## src/hdl/jtp_pkg.sv

```systemverilog
// Package with the constants and types shared by both ends of the test access port link.
package jtp_pkg;

  // TAP states, Gray coded along the usual walk.
  typedef enum logic [3:0] {
    ST_RESET   = 4'h0,
    ST_IDLE    = 4'h1,
    ST_SEL_DR  = 4'h3,
    ST_CAP_DR  = 4'h2,
    ST_SH_DR   = 4'h6,
    ST_EX1_DR  = 4'h7,
    ST_PA_DR   = 4'h5,
    ST_EX2_DR  = 4'h4,
    ST_UPD_DR  = 4'hC,
    ST_SEL_IR  = 4'hD,
    ST_CAP_IR  = 4'hF,
    ST_SH_IR   = 4'hE,
    ST_EX1_IR  = 4'hA,
    ST_PA_IR   = 4'hB,
    ST_EX2_IR  = 4'h9,
    ST_UPD_IR  = 4'h8
  } jtp_state_t;

  // Instruction chain width and codes.
  localparam int unsigned IR_W = 4;
  localparam logic [IR_W-1:0] INS_EXTEST  = 4'h0;
  localparam logic [IR_W-1:0] INS_INTEST  = 4'h1;
  localparam logic [IR_W-1:0] INS_SAMPLE  = 4'h2;
  localparam logic [IR_W-1:0] INS_IDCODE  = 4'hE;
  localparam logic [IR_W-1:0] INS_BYPASS  = 4'hF;
  // Fixed pattern captured into the instruction chain.
  localparam logic [IR_W-1:0] IR_CAPTURE  = 4'h1;

  // Data chain widths.
  localparam int unsigned ID_W = 32;
  localparam int unsigned BS_W = 8;
  // Identity word; the value is arbitrary.
  localparam logic [ID_W-1:0] ID_VALUE = 32'h0000_0001;

  // Pin reset defaults: debug function selected, pull-ups on, pull-downs off.
  localparam logic [4:0] PIN_ALT_FUNCTION_SELECT_BIT_RST = 5'h1F;
  localparam logic [4:0] PIN_PUR_RST   = 5'h1F;
  localparam logic [4:0] PIN_PDR_RST   = 5'h00;
  // Key that opens the commit lock; the value is arbitrary.
  localparam logic [31:0] LOCK_KEY = 32'h4C4F_434B;

  // Host clock divider: half period of the generated test clock in core cycles.
  localparam int unsigned TCK_HALF     = 6;
  localparam int unsigned DIV_W        = 3;
  localparam logic [DIV_W-1:0] DIV_TOP = DIV_W'(TCK_HALF - 1);
  localparam int unsigned CNT_W        = 6;
  // Count of high mode-select edges for a soft reset.
  localparam logic [2:0] SOFT_RST_LEN  = 3'h5;

endpackage

```

## src/hdl/jtp_link_if.sv

```systemverilog
// Interface carrying the five test access port wires between tester and device.
`timescale 1ns/1ps
interface jtp_link_if;
  logic tck;
  logic tms;
  logic tdi;
  logic tdo;
  logic tdo_oe;
  logic trst_b;

  // Device end samples clock, select, data and reset; drives data out.
  modport dev
  (
    input  tck,
    input  tms,
    input  tdi,
    input  trst_b,
    output tdo,
    output tdo_oe
  );

  // Tester end makes the clock and reads the data out.
  modport host
  (
    output tck,
    output tms,
    output tdi,
    output trst_b,
    input  tdo,
    input  tdo_oe
  );
endinterface

```

## src/hdl/jtp_dev.sv

```systemverilog
// Device end: TAP controller, instruction and data chains, and debug pin defaults.
//
// Function
// - TAP advances only on test clock rises
// - Low test reset forces Test-Logic-Reset through a two-stage core-clock synchroniser, with no test clock needed
// - Entering reset state loads IDCODE instruction
// - Five high mode-selects reach reset state
// - Data in sampled on rise into chain
// - Tester changes inputs on falling clock edge
// - Stopped clock keeps state and registers
// - Tester drives half-duty clock, stopped low between bursts
// - Unknown instruction codes decode as BYPASS
// - EXTEST and INTEST never capture or update
// - Instruction selects the accessed data chain
// - TAP state picks chain and operation
// - Debug pins default to debug function
// - Pin reassignment needs unlock and commit
// - Debug input pull-ups default enabled
// - Software keeps pull-ups on debug inputs; pull-up writes need no unlock or commit
// - Data out changes on fall, idles inactive
// - Update states copy chain into parallel register; Update-DR only under SAMPLE
// - Power-on reset also forces reset state
// - Instruction chain is four bits wide
`timescale 1ns/1ps
module jtp_dev
  import jtp_pkg::*;
(
  input  wire logic         i_core_clk,
  input  wire logic         i_rst_b,
  input  wire logic         i_ce,
  jtp_link_if.dev           link,
  input  wire logic [4:0]   i_alt_function_select_bit_wdata,
  input  wire logic         i_alt_function_select_bit_we,
  input  wire logic [31:0]  i_lock_wdata,
  input  wire logic         i_lock_we,
  input  wire logic [4:0]   i_commit_wdata,
  input  wire logic         i_commit_we,
  input  wire logic [4:0]   i_pur_wdata,
  input  wire logic         i_pur_we,
  input  wire logic [BS_W-1:0] i_bs_pins,
  output logic [4:0]        o_port_alt_function_select,
  output logic [4:0]        o_pull_up_en,
  output logic [4:0]        o_pull_down_en,
  output logic [BS_W-1:0]   o_bs_update,
  output logic [IR_W-1:0]   o_instr,
  output logic [3:0]        o_tap_state
);

  // Whole state of the device end.
  typedef struct packed {
    logic [1:0]      tck_sy;
    logic [1:0]      tms_sy;
    logic [1:0]      tdi_sy;
    logic [1:0]      trst_sy;
    logic            tck_d;
    jtp_state_t      st;
    logic [IR_W-1:0] ir_sh;
    logic [IR_W-1:0] ir;
    logic [ID_W-1:0] dr_sh;
    logic [BS_W-1:0] bs_upd;
    logic            tdo;
    logic            tdo_oe;
    logic            unlocked;
    logic [4:0]      commit;
    logic [4:0]      alt_function_select_bit;
    logic [4:0]      pur;
  } jtp_dev_t;

  jtp_dev_t s_r;
  jtp_dev_t s_nxt;

  logic rise;
  logic fall;
  logic dr_len_bs;
  logic dr_len_by;

  // Edges are found on the second synchroniser stage against a third copy.
  assign rise = s_r.tck_sy[1] & ~s_r.tck_d;
  assign fall = ~s_r.tck_sy[1] & s_r.tck_d;

  // Chain selection from the held instruction; unknown codes act as bypass.
  always_comb
  begin
    dr_len_bs = (s_r.ir == INS_SAMPLE) || (s_r.ir == INS_EXTEST) ||
                (s_r.ir == INS_INTEST);
    dr_len_by = !dr_len_bs && (s_r.ir != INS_IDCODE);
  end

  // Next-state process covering the TAP, the chains and the pin controls.
  always_comb
  begin
    s_nxt = s_r;
    s_nxt.tck_sy  = {s_r.tck_sy[0], link.tck};
    s_nxt.tms_sy  = {s_r.tms_sy[0], link.tms};
    s_nxt.tdi_sy  = {s_r.tdi_sy[0], link.tdi};
    s_nxt.trst_sy = {s_r.trst_sy[0], link.trst_b};
    s_nxt.tck_d   = s_r.tck_sy[1];
    if (!s_r.trst_sy[1])
    begin
      // Held in reset while the test reset is low, whatever the clock does.
      s_nxt.st     = ST_RESET;
      s_nxt.ir     = INS_IDCODE;
      s_nxt.tdo_oe = 1'b0;
    end
    else if (rise)
    begin
      // Work on the current state, then step the graph. No rise, no change.
      case (s_r.st)
        ST_CAP_IR: s_nxt.ir_sh = IR_CAPTURE;
        ST_SH_IR:  s_nxt.ir_sh = {s_r.tdi_sy[1], s_r.ir_sh[IR_W-1:1]};
        ST_UPD_IR: s_nxt.ir    = s_r.ir_sh;
        ST_CAP_DR:
        begin
          // Bypass captures zero; extest and intest keep the chain as is.
          if (s_r.ir == INS_IDCODE)
            s_nxt.dr_sh = ID_VALUE;
          else if (s_r.ir == INS_SAMPLE)
            s_nxt.dr_sh = {{(ID_W-BS_W){1'b0}}, i_bs_pins};
          else if (dr_len_by)
            s_nxt.dr_sh = '0;
        end
        ST_SH_DR:
        begin
          if (s_r.ir == INS_IDCODE)
            s_nxt.dr_sh = {s_r.tdi_sy[1], s_r.dr_sh[ID_W-1:1]};
          else if (s_r.ir == INS_SAMPLE)
            s_nxt.dr_sh[BS_W-1:0] = {s_r.tdi_sy[1], s_r.dr_sh[BS_W-1:1]};
          else if (dr_len_by)
            s_nxt.dr_sh[0] = s_r.tdi_sy[1];
        end
        ST_UPD_DR:
        begin
          if (s_r.ir == INS_SAMPLE)
            s_nxt.bs_upd = s_r.dr_sh[BS_W-1:0];
        end
        default: s_nxt.dr_sh = s_r.dr_sh;
      endcase
      // Sixteen-state graph; five high samples always end in reset.
      case (s_r.st)
        ST_RESET:  s_nxt.st = s_r.tms_sy[1] ? ST_RESET  : ST_IDLE;
        ST_IDLE:   s_nxt.st = s_r.tms_sy[1] ? ST_SEL_DR : ST_IDLE;
        ST_SEL_DR: s_nxt.st = s_r.tms_sy[1] ? ST_SEL_IR : ST_CAP_DR;
        ST_CAP_DR: s_nxt.st = s_r.tms_sy[1] ? ST_EX1_DR : ST_SH_DR;
        ST_SH_DR:  s_nxt.st = s_r.tms_sy[1] ? ST_EX1_DR : ST_SH_DR;
        ST_EX1_DR: s_nxt.st = s_r.tms_sy[1] ? ST_UPD_DR : ST_PA_DR;
        ST_PA_DR:  s_nxt.st = s_r.tms_sy[1] ? ST_EX2_DR : ST_PA_DR;
        ST_EX2_DR: s_nxt.st = s_r.tms_sy[1] ? ST_UPD_DR : ST_SH_DR;
        ST_UPD_DR: s_nxt.st = s_r.tms_sy[1] ? ST_SEL_DR : ST_IDLE;
        ST_SEL_IR: s_nxt.st = s_r.tms_sy[1] ? ST_RESET  : ST_CAP_IR;
        ST_CAP_IR: s_nxt.st = s_r.tms_sy[1] ? ST_EX1_IR : ST_SH_IR;
        ST_SH_IR:  s_nxt.st = s_r.tms_sy[1] ? ST_EX1_IR : ST_SH_IR;
        ST_EX1_IR: s_nxt.st = s_r.tms_sy[1] ? ST_UPD_IR : ST_PA_IR;
        ST_PA_IR:  s_nxt.st = s_r.tms_sy[1] ? ST_EX2_IR : ST_PA_IR;
        ST_EX2_IR: s_nxt.st = s_r.tms_sy[1] ? ST_UPD_IR : ST_SH_IR;
        ST_UPD_IR: s_nxt.st = s_r.tms_sy[1] ? ST_SEL_DR : ST_IDLE;
        default:   s_nxt.st = ST_RESET;
      endcase
      if (s_nxt.st == ST_RESET)
        s_nxt.ir = INS_IDCODE;
    end
    else if (fall)
    begin
      // Data out moves only on the fall and floats outside shift states.
      s_nxt.tdo_oe = (s_r.st == ST_SH_DR) || (s_r.st == ST_SH_IR);
      s_nxt.tdo    = (s_r.st == ST_SH_IR) ? s_r.ir_sh[0] : s_r.dr_sh[0];
    end

    // A lock write with the key opens the gate; a wrong key closes it again.
    if (i_lock_we)
      s_nxt.unlocked = (i_lock_wdata == LOCK_KEY);
    if (i_commit_we && s_r.unlocked)
      s_nxt.commit = i_commit_wdata;
    // Only committed bits accept a new function select; protects the debugger.
    if (i_alt_function_select_bit_we)
      s_nxt.alt_function_select_bit = (i_alt_function_select_bit_wdata & s_r.commit) | (s_r.alt_function_select_bit & ~s_r.commit);
    if (i_pur_we)
      s_nxt.pur = i_pur_wdata;
  end

  // State register; the clock enable freezes everything, including synchronisers.
  always_ff @(posedge i_core_clk or negedge i_rst_b)
  begin
    if (!i_rst_b)
    begin
      s_r          <= '0;
      s_r.trst_sy  <= 2'h0;
      s_r.st       <= ST_RESET;
      s_r.ir       <= INS_IDCODE;
      s_r.alt_function_select_bit    <= PIN_ALT_FUNCTION_SELECT_BIT_RST;
      s_r.pur      <= PIN_PUR_RST;
    end
    else if (i_ce)
      s_r <= s_nxt;
  end

  assign link.tdo                   = s_r.tdo;
  assign link.tdo_oe                = s_r.tdo_oe;
  assign o_port_alt_function_select = s_r.alt_function_select_bit;
  assign o_pull_up_en               = s_r.pur;
  assign o_pull_down_en             = PIN_PDR_RST;
  assign o_bs_update                = s_r.bs_upd;
  assign o_instr                    = s_r.ir;
  assign o_tap_state                = s_r.st;

endmodule

```

## src/flat_wrapper.sv

```systemverilog
// flat-port wrapper written by rule: the top's interface ports become plain ports
module jtp_dev_flat import jtp_pkg::*;
  (i_core_clk, i_rst_b, i_ce, i_alt_function_select_bit_wdata, i_alt_function_select_bit_we, i_lock_wdata, i_lock_we, i_commit_wdata, i_commit_we, i_pur_wdata, i_pur_we, i_bs_pins, o_port_alt_function_select, o_pull_up_en, o_pull_down_en, o_bs_update, o_instr, o_tap_state, link_tck, link_tms, link_tdi, link_trst_b, link_tdo, link_tdo_oe);
  jtp_link_if link_i ();
  input  wire logic i_core_clk;
  input  wire logic i_rst_b;
  input  wire logic i_ce;
  input  wire logic [4:0] i_alt_function_select_bit_wdata;
  input  wire logic i_alt_function_select_bit_we;
  input  wire logic [31:0] i_lock_wdata;
  input  wire logic i_lock_we;
  input  wire logic [4:0] i_commit_wdata;
  input  wire logic i_commit_we;
  input  wire logic [4:0] i_pur_wdata;
  input  wire logic i_pur_we;
  input  wire logic [BS_W-1:0] i_bs_pins;
  output logic [4:0] o_port_alt_function_select;
  output logic [4:0] o_pull_up_en;
  output logic [4:0] o_pull_down_en;
  output logic [BS_W-1:0] o_bs_update;
  output logic [IR_W-1:0] o_instr;
  output logic [3:0] o_tap_state;
  input wire logic [$bits(link_i.tck)-1:0] link_tck;
  input wire logic [$bits(link_i.tms)-1:0] link_tms;
  input wire logic [$bits(link_i.tdi)-1:0] link_tdi;
  input wire logic [$bits(link_i.trst_b)-1:0] link_trst_b;
  output wire logic [$bits(link_i.tdo)-1:0] link_tdo;
  output wire logic [$bits(link_i.tdo_oe)-1:0] link_tdo_oe;
  assign link_i.tck = link_tck;
  assign link_i.tms = link_tms;
  assign link_i.tdi = link_tdi;
  assign link_i.trst_b = link_trst_b;
  assign link_tdo = link_i.tdo;
  assign link_tdo_oe = link_i.tdo_oe;
  jtp_dev u_core (.i_core_clk(i_core_clk), .i_rst_b(i_rst_b), .i_ce(i_ce), .link(link_i), .i_alt_function_select_bit_wdata(i_alt_function_select_bit_wdata), .i_alt_function_select_bit_we(i_alt_function_select_bit_we), .i_lock_wdata(i_lock_wdata), .i_lock_we(i_lock_we), .i_commit_wdata(i_commit_wdata), .i_commit_we(i_commit_we), .i_pur_wdata(i_pur_wdata), .i_pur_we(i_pur_we), .i_bs_pins(i_bs_pins), .o_port_alt_function_select(o_port_alt_function_select), .o_pull_up_en(o_pull_up_en), .o_pull_down_en(o_pull_down_en), .o_bs_update(o_bs_update), .o_instr(o_instr), .o_tap_state(o_tap_state));
endmodule
```

## config.mk

```make
export PLATFORM = sky130hd
export DESIGN_NAME = jtp_dev_flat
export DESIGN_NICKNAME = d
export VERILOG_FILES = /design/src/hdl/jtp_pkg.sv /design/src/hdl/jtp_link_if.sv /design/src/hdl/jtp_dev.sv /design/src/flat_wrapper.sv
export SDC_FILE = /design/constraint.sdc
export NUM_CORES = 1
export LEC_CHECK = 0
export CORE_ASPECT_RATIO = 0.8
export CORE_MARGIN = 2
export CORE_UTILIZATION = 65
export CTS_BUF_LIST = sky130_fd_sc_hd__clkbuf_8 sky130_fd_sc_hd__clkbuf_16
export DETAILED_ROUTE_END_ITERATION = 8
export DONT_BUFFER_PORTS = 1
export GPL_TIMING_DRIVEN = 0
export PLACE_DENSITY = 0.92
export REMOVE_ABC_BUFFERS = 1
export SKIP_LAST_GASP = 1
export SYNTH_ARGS = -nofsm -noshare
export SYNTH_HDL_FRONTEND = slang
export SYNTH_SLANG_ARGS = --single-unit
```

## constraint.sdc

```tcl
create_clock -name i_core_clk -period 4.6 [get_ports i_core_clk]
set_clock_uncertainty 0.15 [all_clocks]
set_input_delay 1.38 -clock i_core_clk [delete_from_list [all_inputs] [get_ports i_core_clk]]
set_output_delay 1.38 -clock i_core_clk [all_outputs]
set_load 0.05 [all_outputs]
```

==> results.sh, run 1 <==
export IMPL_dp_hpwl_mm=5.07
export IMPL_fin_cells=439
export IMPL_slew_headroom_pct=21.1
export IMPL_setup_tns_ns=0
export IMPL_die_w_um=92.7
export IMPL_synth_mux_area_share_pct=17.1
export IMPL_cts_resized=0
export IMPL_peakVddDrop_mv=0.244
export IMPL_routed_wl_mm=7.61
export IMPL_grt_pass1_wl_mm=12.2
export IMPL_start_util_pct=68.1
export IMPL_layout_min_cycle_time_ns=2.97
export IMPL_status="completed"
export IMPL_power_density_nw_per_um2=386
export IMPL_synth_compound_area_share_pct=6.94
export IMPL_vias=2633
export IMPL_cts_setup_buffers=0
export IMPL_synth_xor_area_share_pct=0.428
export IMPL_max_freq_ghz=0.337
export IMPL_synth_top_family_by_area="multiplexers"
export IMPL_grt_pass1_vias=2629
export IMPL_cts_tree="yes"
export IMPL_finalSetupViolCount=0
export IMPL_hold_class="reg2reg"
export IMPL_worst_slew_pin_slew_ns=1.18
export IMPL_antenna_left=0
export IMPL_dp_cells=423
export IMPL_die_y_um=75.0
export IMPL_route_detailed_drc=0
export IMPL_drive_above_1_share_pct=19.8
export IMPL_portBuffers=0
export IMPL_final_core_util_pct=69.2
export IMPL_io_pins=99
export IMPL_syn_avg_cell_area_um2=10.5
export IMPL_synth_edf_count=0
export IMPL_yosysMostFrequentCell="dfrtp_1"
export IMPL_cts_clk_slew_worst_paths_ns=0.08
export IMPL_dieArea_um2=6950
export IMPL_routedWlPerCell_um=17.3
export IMPL_multi_input_area_um2=1650
export IMPL_fin_crit_sh_pct=64.5
export IMPL_clock_latency_ns=0.36
export IMPL_core_area_um2=6010
export IMPL_cts_made_buffers=9
export IMPL_first_pass_iters=4
export IMPL_synthTopCellsByArea="dfrtp_1, mux2_2, dfstp_2"
export IMPL_synth_area_um2=4090
export IMPL_drv_slew=0
export IMPL_synth_top_area_cell="dfrtp_1"
export IMPL_rsz0062_at_grt="no"
export IMPL_crit_type="reg2out"
export IMPL_synth_flop_cell="dfrtp_1"
export IMPL_synth_warnings=0
export IMPL_worst_path_max_fanout=22
export IMPL_grt_overflow=0
export IMPL_via_per_inst=6.00
export IMPL_grt_start_max_net_pins=80
export IMPL_grt_usage_pct=23.0
export IMPL_fin_nets=419
export IMPL_cellLeakagePower_uw=0.00183
export IMPL_dpl_cell_area_um2=3860
export IMPL_regArea_um2=1990
export IMPL_max_cap_violations=0
export IMPL_arrival_ns=1.44
export IMPL_use_met3_pct=9.11
export IMPL_final_area_um2=4160
export IMPL_grtUsageMet1_pct=27.0
export IMPL_gp_congestion=0.841
export IMPL_hold_buffers=0
export IMPL_grt_antenna_before_repair=0
export IMPL_n_fill_cell=430
export IMPL_yosys_area_share_simple_pct=15.5
export IMPL_postSynth_asyncResetShare_pct=100
export IMPL_critPathRequiredTime_ns=3.07
export IMPL_hold_violations=0
export IMPL_root_buffer="clkbuf_8"
export IMPL_syn_to_final_growth_pct=1.53
export IMPL_endpoint_kind="output pin"
export IMPL_grtUsageMet2_pct=39.3
export IMPL_synth_adder_area_share_pct=0
export IMPL_ys_seq_area_share_pct=48.7
export IMPL_grt_busiest_layer="met2"
export IMPL_n_antenna_cell=0
export IMPL_clock_sinks=79
export IMPL_start_kind="flop"
export IMPL_rrSetupSlack_ns=1.71
export IMPL_cts_buffer_depth=2
export IMPL_synthTopCellsByCount="dfrtp_1, nand2_1, mux2_2"
export IMPL_detail_route_iter0_violations=134
export IMPL_rows=25
export IMPL_synth_cells=389
export IMPL_synth_cell_type_count=52
export IMPL_synth_top_area_share_pct=40.4
export IMPL_synth_seq_cells=79
export IMPL_cts_htree_levels=3
per-stage QoR:
stage	hold WS [ns]	total power [uW]	setup WS, ns
floorplan	0.293	861	1.58
global placement	0.314	875	1.31
detailed placement	0.315	882	1.26
CTS	0.330	1610	1.61
global route	0.377	1650	1.48
finish	0.328	1600	1.63
worst min-delay path, delay by kind of cell (launching register included):
family           cells  cell delay (ns)
flip-flops           1             0.34
AND/OR/NAND/NOR      1             0.05
AO/OA/AOI/OAI        1             0.05
layout by cell type, fill, tap and decap left out, types with 5 or more instances in the layout:
cell,instances
nor3_1,5
o21ai_0,21
nand3_1,7
nor2_1,9
clkbuf_8,9
bufinv_16,5
conb_1,5
nor2b_1,7
mux2i_1,27
dfrtp_1,66
nand2_1,54
inv_1,31
mux2_2,38
nand3b_1,5
dfstp_2,13
per-layer routing:
layer  routed length (um)  share of wire (%)  vias to the layer above
met1                 3110                 41                     1300
met5                    0                  0                        -
met3                  556                7.3                       17
met4                  141                1.9                        0
li1                     -                  -                     1219
met2                 3800                 50                       97
final cells by class:
cell class / instances / area share [%]
multi-input combinational: 232 / 39.8
inverter: 31 / 2.80
clock inverter: 7 / 4.03
sequential: 79 / 48.0
tap: 81 / 2.44
clock buffer: 9 / 2.98
cell families after synthesis:
group	count (synthesis)
simple gates	116
other cells	1
xor+xnor	2
compound gates	44
mux	65
flops	79
buf+inv	82
flip-flops by register name (all words and copies together) (netlist names), named ones only:
signal,cells
u_core.o_pull_up_en,5
u_core.link.tdo,1
u_core.o_bs_update,8
u_core.link.tdo_oe,1
u_core.o_instr,4
u_core.s_nxt,5
u_core.o_tap_state,4
u_core.s_r,46
final timing paths:
check | from | cells after the start | end
min | u_core.s_nxt[72]$_DFFE_PN0P_ | 2 | u_core.s_r[72]$_DFFE_PN0P_
max | u_core.o_tap_state[0]$_DFFE_PN0P_ | 0 | o_tap_state[0]
max reg2reg | u_core.o_tap_state[1]$_DFFE_PN0P_ | 3 | u_core.s_r[40]$_DFFE_PN0P_
max in group asynchronous | i_rst_b | 0 | u_core.o_pull_up_en[4]$_DFFE_PN1P_
min reg2reg | u_core.s_nxt[72]$_DFFE_PN0P_ | 2 | u_core.s_r[72]$_DFFE_PN0P_
min in group asynchronous | i_rst_b | 0 | u_core.o_bs_update[0]$_DFFE_PN0P_
power by group:
part	switching [uW]	internal (uW)	total, uW
combinational	38.5	36.8	75.3
clock	259	473	732
sequential	63.9	731	795
total	361	1240	1600
Note: power is estimated with default switching activity, not from simulation.
==> run 2: changes to the inputs <==
--- a/config.mk
+++ b/config.mk
@@ -7,12 +7,12 @@
 export LEC_CHECK = 0
 export CORE_ASPECT_RATIO = 0.8
 export CORE_MARGIN = 2
-export CORE_UTILIZATION = 65
+export CORE_UTILIZATION = 57
 export CTS_BUF_LIST = sky130_fd_sc_hd__clkbuf_8 sky130_fd_sc_hd__clkbuf_16
 export DETAILED_ROUTE_END_ITERATION = 8
 export DONT_BUFFER_PORTS = 1
 export GPL_TIMING_DRIVEN = 0
-export PLACE_DENSITY = 0.92
+export PLACE_DENSITY = 0.86
 export REMOVE_ABC_BUFFERS = 1
 export SKIP_LAST_GASP = 1
 export SYNTH_ARGS = -nofsm -noshare
==> constraint.sdc (replaced) <==
create_clock -name i_core_clk -period 2.48 [get_ports i_core_clk]
set_clock_uncertainty 0.15 [all_clocks]
set_input_delay 0.744 -clock i_core_clk [delete_from_list [all_inputs] [get_ports i_core_clk]]
set_output_delay 0.744 -clock i_core_clk [all_outputs]
set_load 0.05 [all_outputs]
==> results.sh, run 2 (synthesized netlist as in run 1, its figures left out) <==
export IMPL_clock_sinks=79
export IMPL_n_fill_cell=572
export IMPL_start_kind="flop"
export IMPL_hold_violations=0
export IMPL_power_density_nw_per_um2=635
export IMPL_combPwrFrac_pct=6.2
export IMPL_layout_common_cells="dfrtp_1, nand2_1, mux2_2"
export IMPL_routedWlPerCell_um=16.3
export IMPL_layout_commonest_cell="dfrtp_1"
export IMPL_grt_start_max_net_pins=67
export IMPL_first_pass_iters=5
export IMPL_layout_min_cycle_time_ns=2.33
export IMPL_antenna_left=0
export IMPL_path_cells="and4bb_4 -> mux2i_1 -> mux2_2"
export IMPL_cellLeakagePower_uw=0.00180
export IMPL_grt_pass1_vias=2462
export IMPL_cts_tree="yes"
export IMPL_max_freq_ghz=0.430
export IMPL_worst_hold_slack_ns=0.0737
export IMPL_start_util_pct=59.1
export IMPL_rsz0062_at_grt="no"
export IMPL_drive_above_1_share_pct=20.9
export IMPL_rows=27
export IMPL_cp_num_buf_inv=0
export IMPL_grt_usage_pct=19.2
export IMPL_fin_nets=420
export IMPL_cts_setup_buffers=0
export IMPL_top_register="u_core.s_r"
export IMPL_worst_slew_pin_slew_ns=1.05
export IMPL_drv_slew=0
export IMPL_vias=2566
export IMPL_io_pins=99
export IMPL_cts_made_buffers=9
export IMPL_cts_buffer_depth=2
export IMPL_portBuffers=0
export IMPL_grt_pass1_wl_mm=11.8
export IMPL_slew_headroom_pct=29.8
export IMPL_root_buffer="clkbuf_8"
export IMPL_cts_clk_slew_worst_paths_ns=0.09
export IMPL_n_antenna_cell=0
export IMPL_pwr_share_seq_pct=56.3
export IMPL_arrival_ns=2.42
export IMPL_switchingPower_uw=705
export IMPL_grt_overflow=0
export IMPL_detail_route_iter0_violations=116
export IMPL_dp_hpwl_mm=4.93
export IMPL_p_sw_share_pct=27.0
export IMPL_max_cap_violations=0
export IMPL_p_clk_share_pct=37.5
export IMPL_syn_to_final_growth_pct=0.611
export IMPL_routed_wl_mm=7.25
export IMPL_endpoint_kind="flop"
export IMPL_peakVddDrop_mv=0.387
export IMPL_core_area_um2=6930
export IMPL_p_int_uw=1910
export IMPL_grt_antenna_before_repair=0
export IMPL_fin_crit_sh_pct=93.8
export IMPL_largest_reg_flops=46
export IMPL_status="completed"
export IMPL_setup_tns_ns=0
export IMPL_finalSetupViolCount=0
export IMPL_route_detailed_drc=0
export IMPL_dieArea_um2=7880
export IMPL_cts_htree_levels=3
export IMPL_via_per_inst=5.75
export IMPL_gp_congestion=0.805
export IMPL_critPathRequiredTime_ns=2.57
export IMPL_die_w_um=98.7
export IMPL_crit_path_max_incr_delay_ns=0.95
export IMPL_worst_path_max_fanout=39
export IMPL_hold_class="in2async"
export IMPL_clock_latency_ns=0.35
export IMPL_cp_top_family="flip-flops"
export IMPL_slowest_stage="dfrtp_1"
export IMPL_die_y_um=79.8
export IMPL_crit_type="reg2reg"
[run 2: cell types whose count changed in the layout (fill, tap and decap cells not counted), sizes merged]
cell and delta:
inv +3, bufinv -4, buf +1, clkinv +1
[run 2: layout make-up]
cell class	count	area [um^2]	area share (%)
well taps	87	109	2.64
flip-flops and latches	79	1990	48.4
clock buffers	9	124	3.01
inverters	31	116	2.83
clock inverters	7	77.6	1.88
repair buffers	1	27.5	0.668
multi-input cells	232	1670	40.5
[run 2: stage by stage]
stage	cells	utilization, %	worst slack [ns]	total power [uW]	cell area (um^2)
floorplan	342	-	-0.00932	1600	3760
global placement	429	55.9	-0.335	1620	3870
detailed placement	429	55.9	-0.406	1630	3870
CTS	446	59.4	0.0299	2640	4110
global route	446	59.5	0.0200	2730	4120
finish	446	59.5	0.155	2610	4120
[run 2: what timing repair did]
action / CTS / global route
cloned: 0 / 0
hold buffers: 1 / 0
hold endpoints to repair: 66 / 0
gates resized for setup: 3 / 2
setup endpoints to repair: 31 / 31
[run 2: power groups by stage]
stage	clock (uW)	combinational (uW)	sequential, uW
after floorplan	0	121	1480
after global placement	0	131	1490
after detailed placement	0	138	1500
after CTS	1010	165	1470
after global routing	1060	182	1480
final	980	162	1470
[run 2: path summary, 6_finish.rpt]
path                                                   startpoint                       endpoint  slack, ns  cells after the start
worst max register to register  u_core.o_tap_state[2]$_DFFE_PN0P_     u_core.s_r[33]$_DFFE_PN0P_       0.15                      3
max in group asynchronous                                 i_rst_b     u_core.s_r[43]$_DFFE_PN0P_       1.79                      1
min in group i_core_clk                u_core.s_r[15]$_DFFE_PN0P_     u_core.s_r[15]$_DFFE_PN0P_       0.34                      2
worst min-delay path                                      i_rst_b  u_core.o_instr[1]$_DFFE_PN1P_       0.07                      0
worst max-delay path            u_core.o_tap_state[2]$_DFFE_PN0P_     u_core.s_r[33]$_DFFE_PN0P_       0.15                      3
worst min register to register         u_core.s_r[15]$_DFFE_PN0P_     u_core.s_r[15]$_DFFE_PN0P_       0.34                      2
[run 2: per-layer routing]
layer	part of all wire, %	track usage [%]	vias to the layer above
met4	1.1	5.48	0
met1	43	24.5	1220
met5	0	0	-
met2	48	31.6	115
met3	8.5	6.39	9
li1	-	-	1222
[run 2: worst reg2reg max path, stage by stage (launching register included)]
cell      delay, ns
dfrtp_1        0.95
and4bb_4       0.67
mux2i_1        0.17
mux2_2         0.28
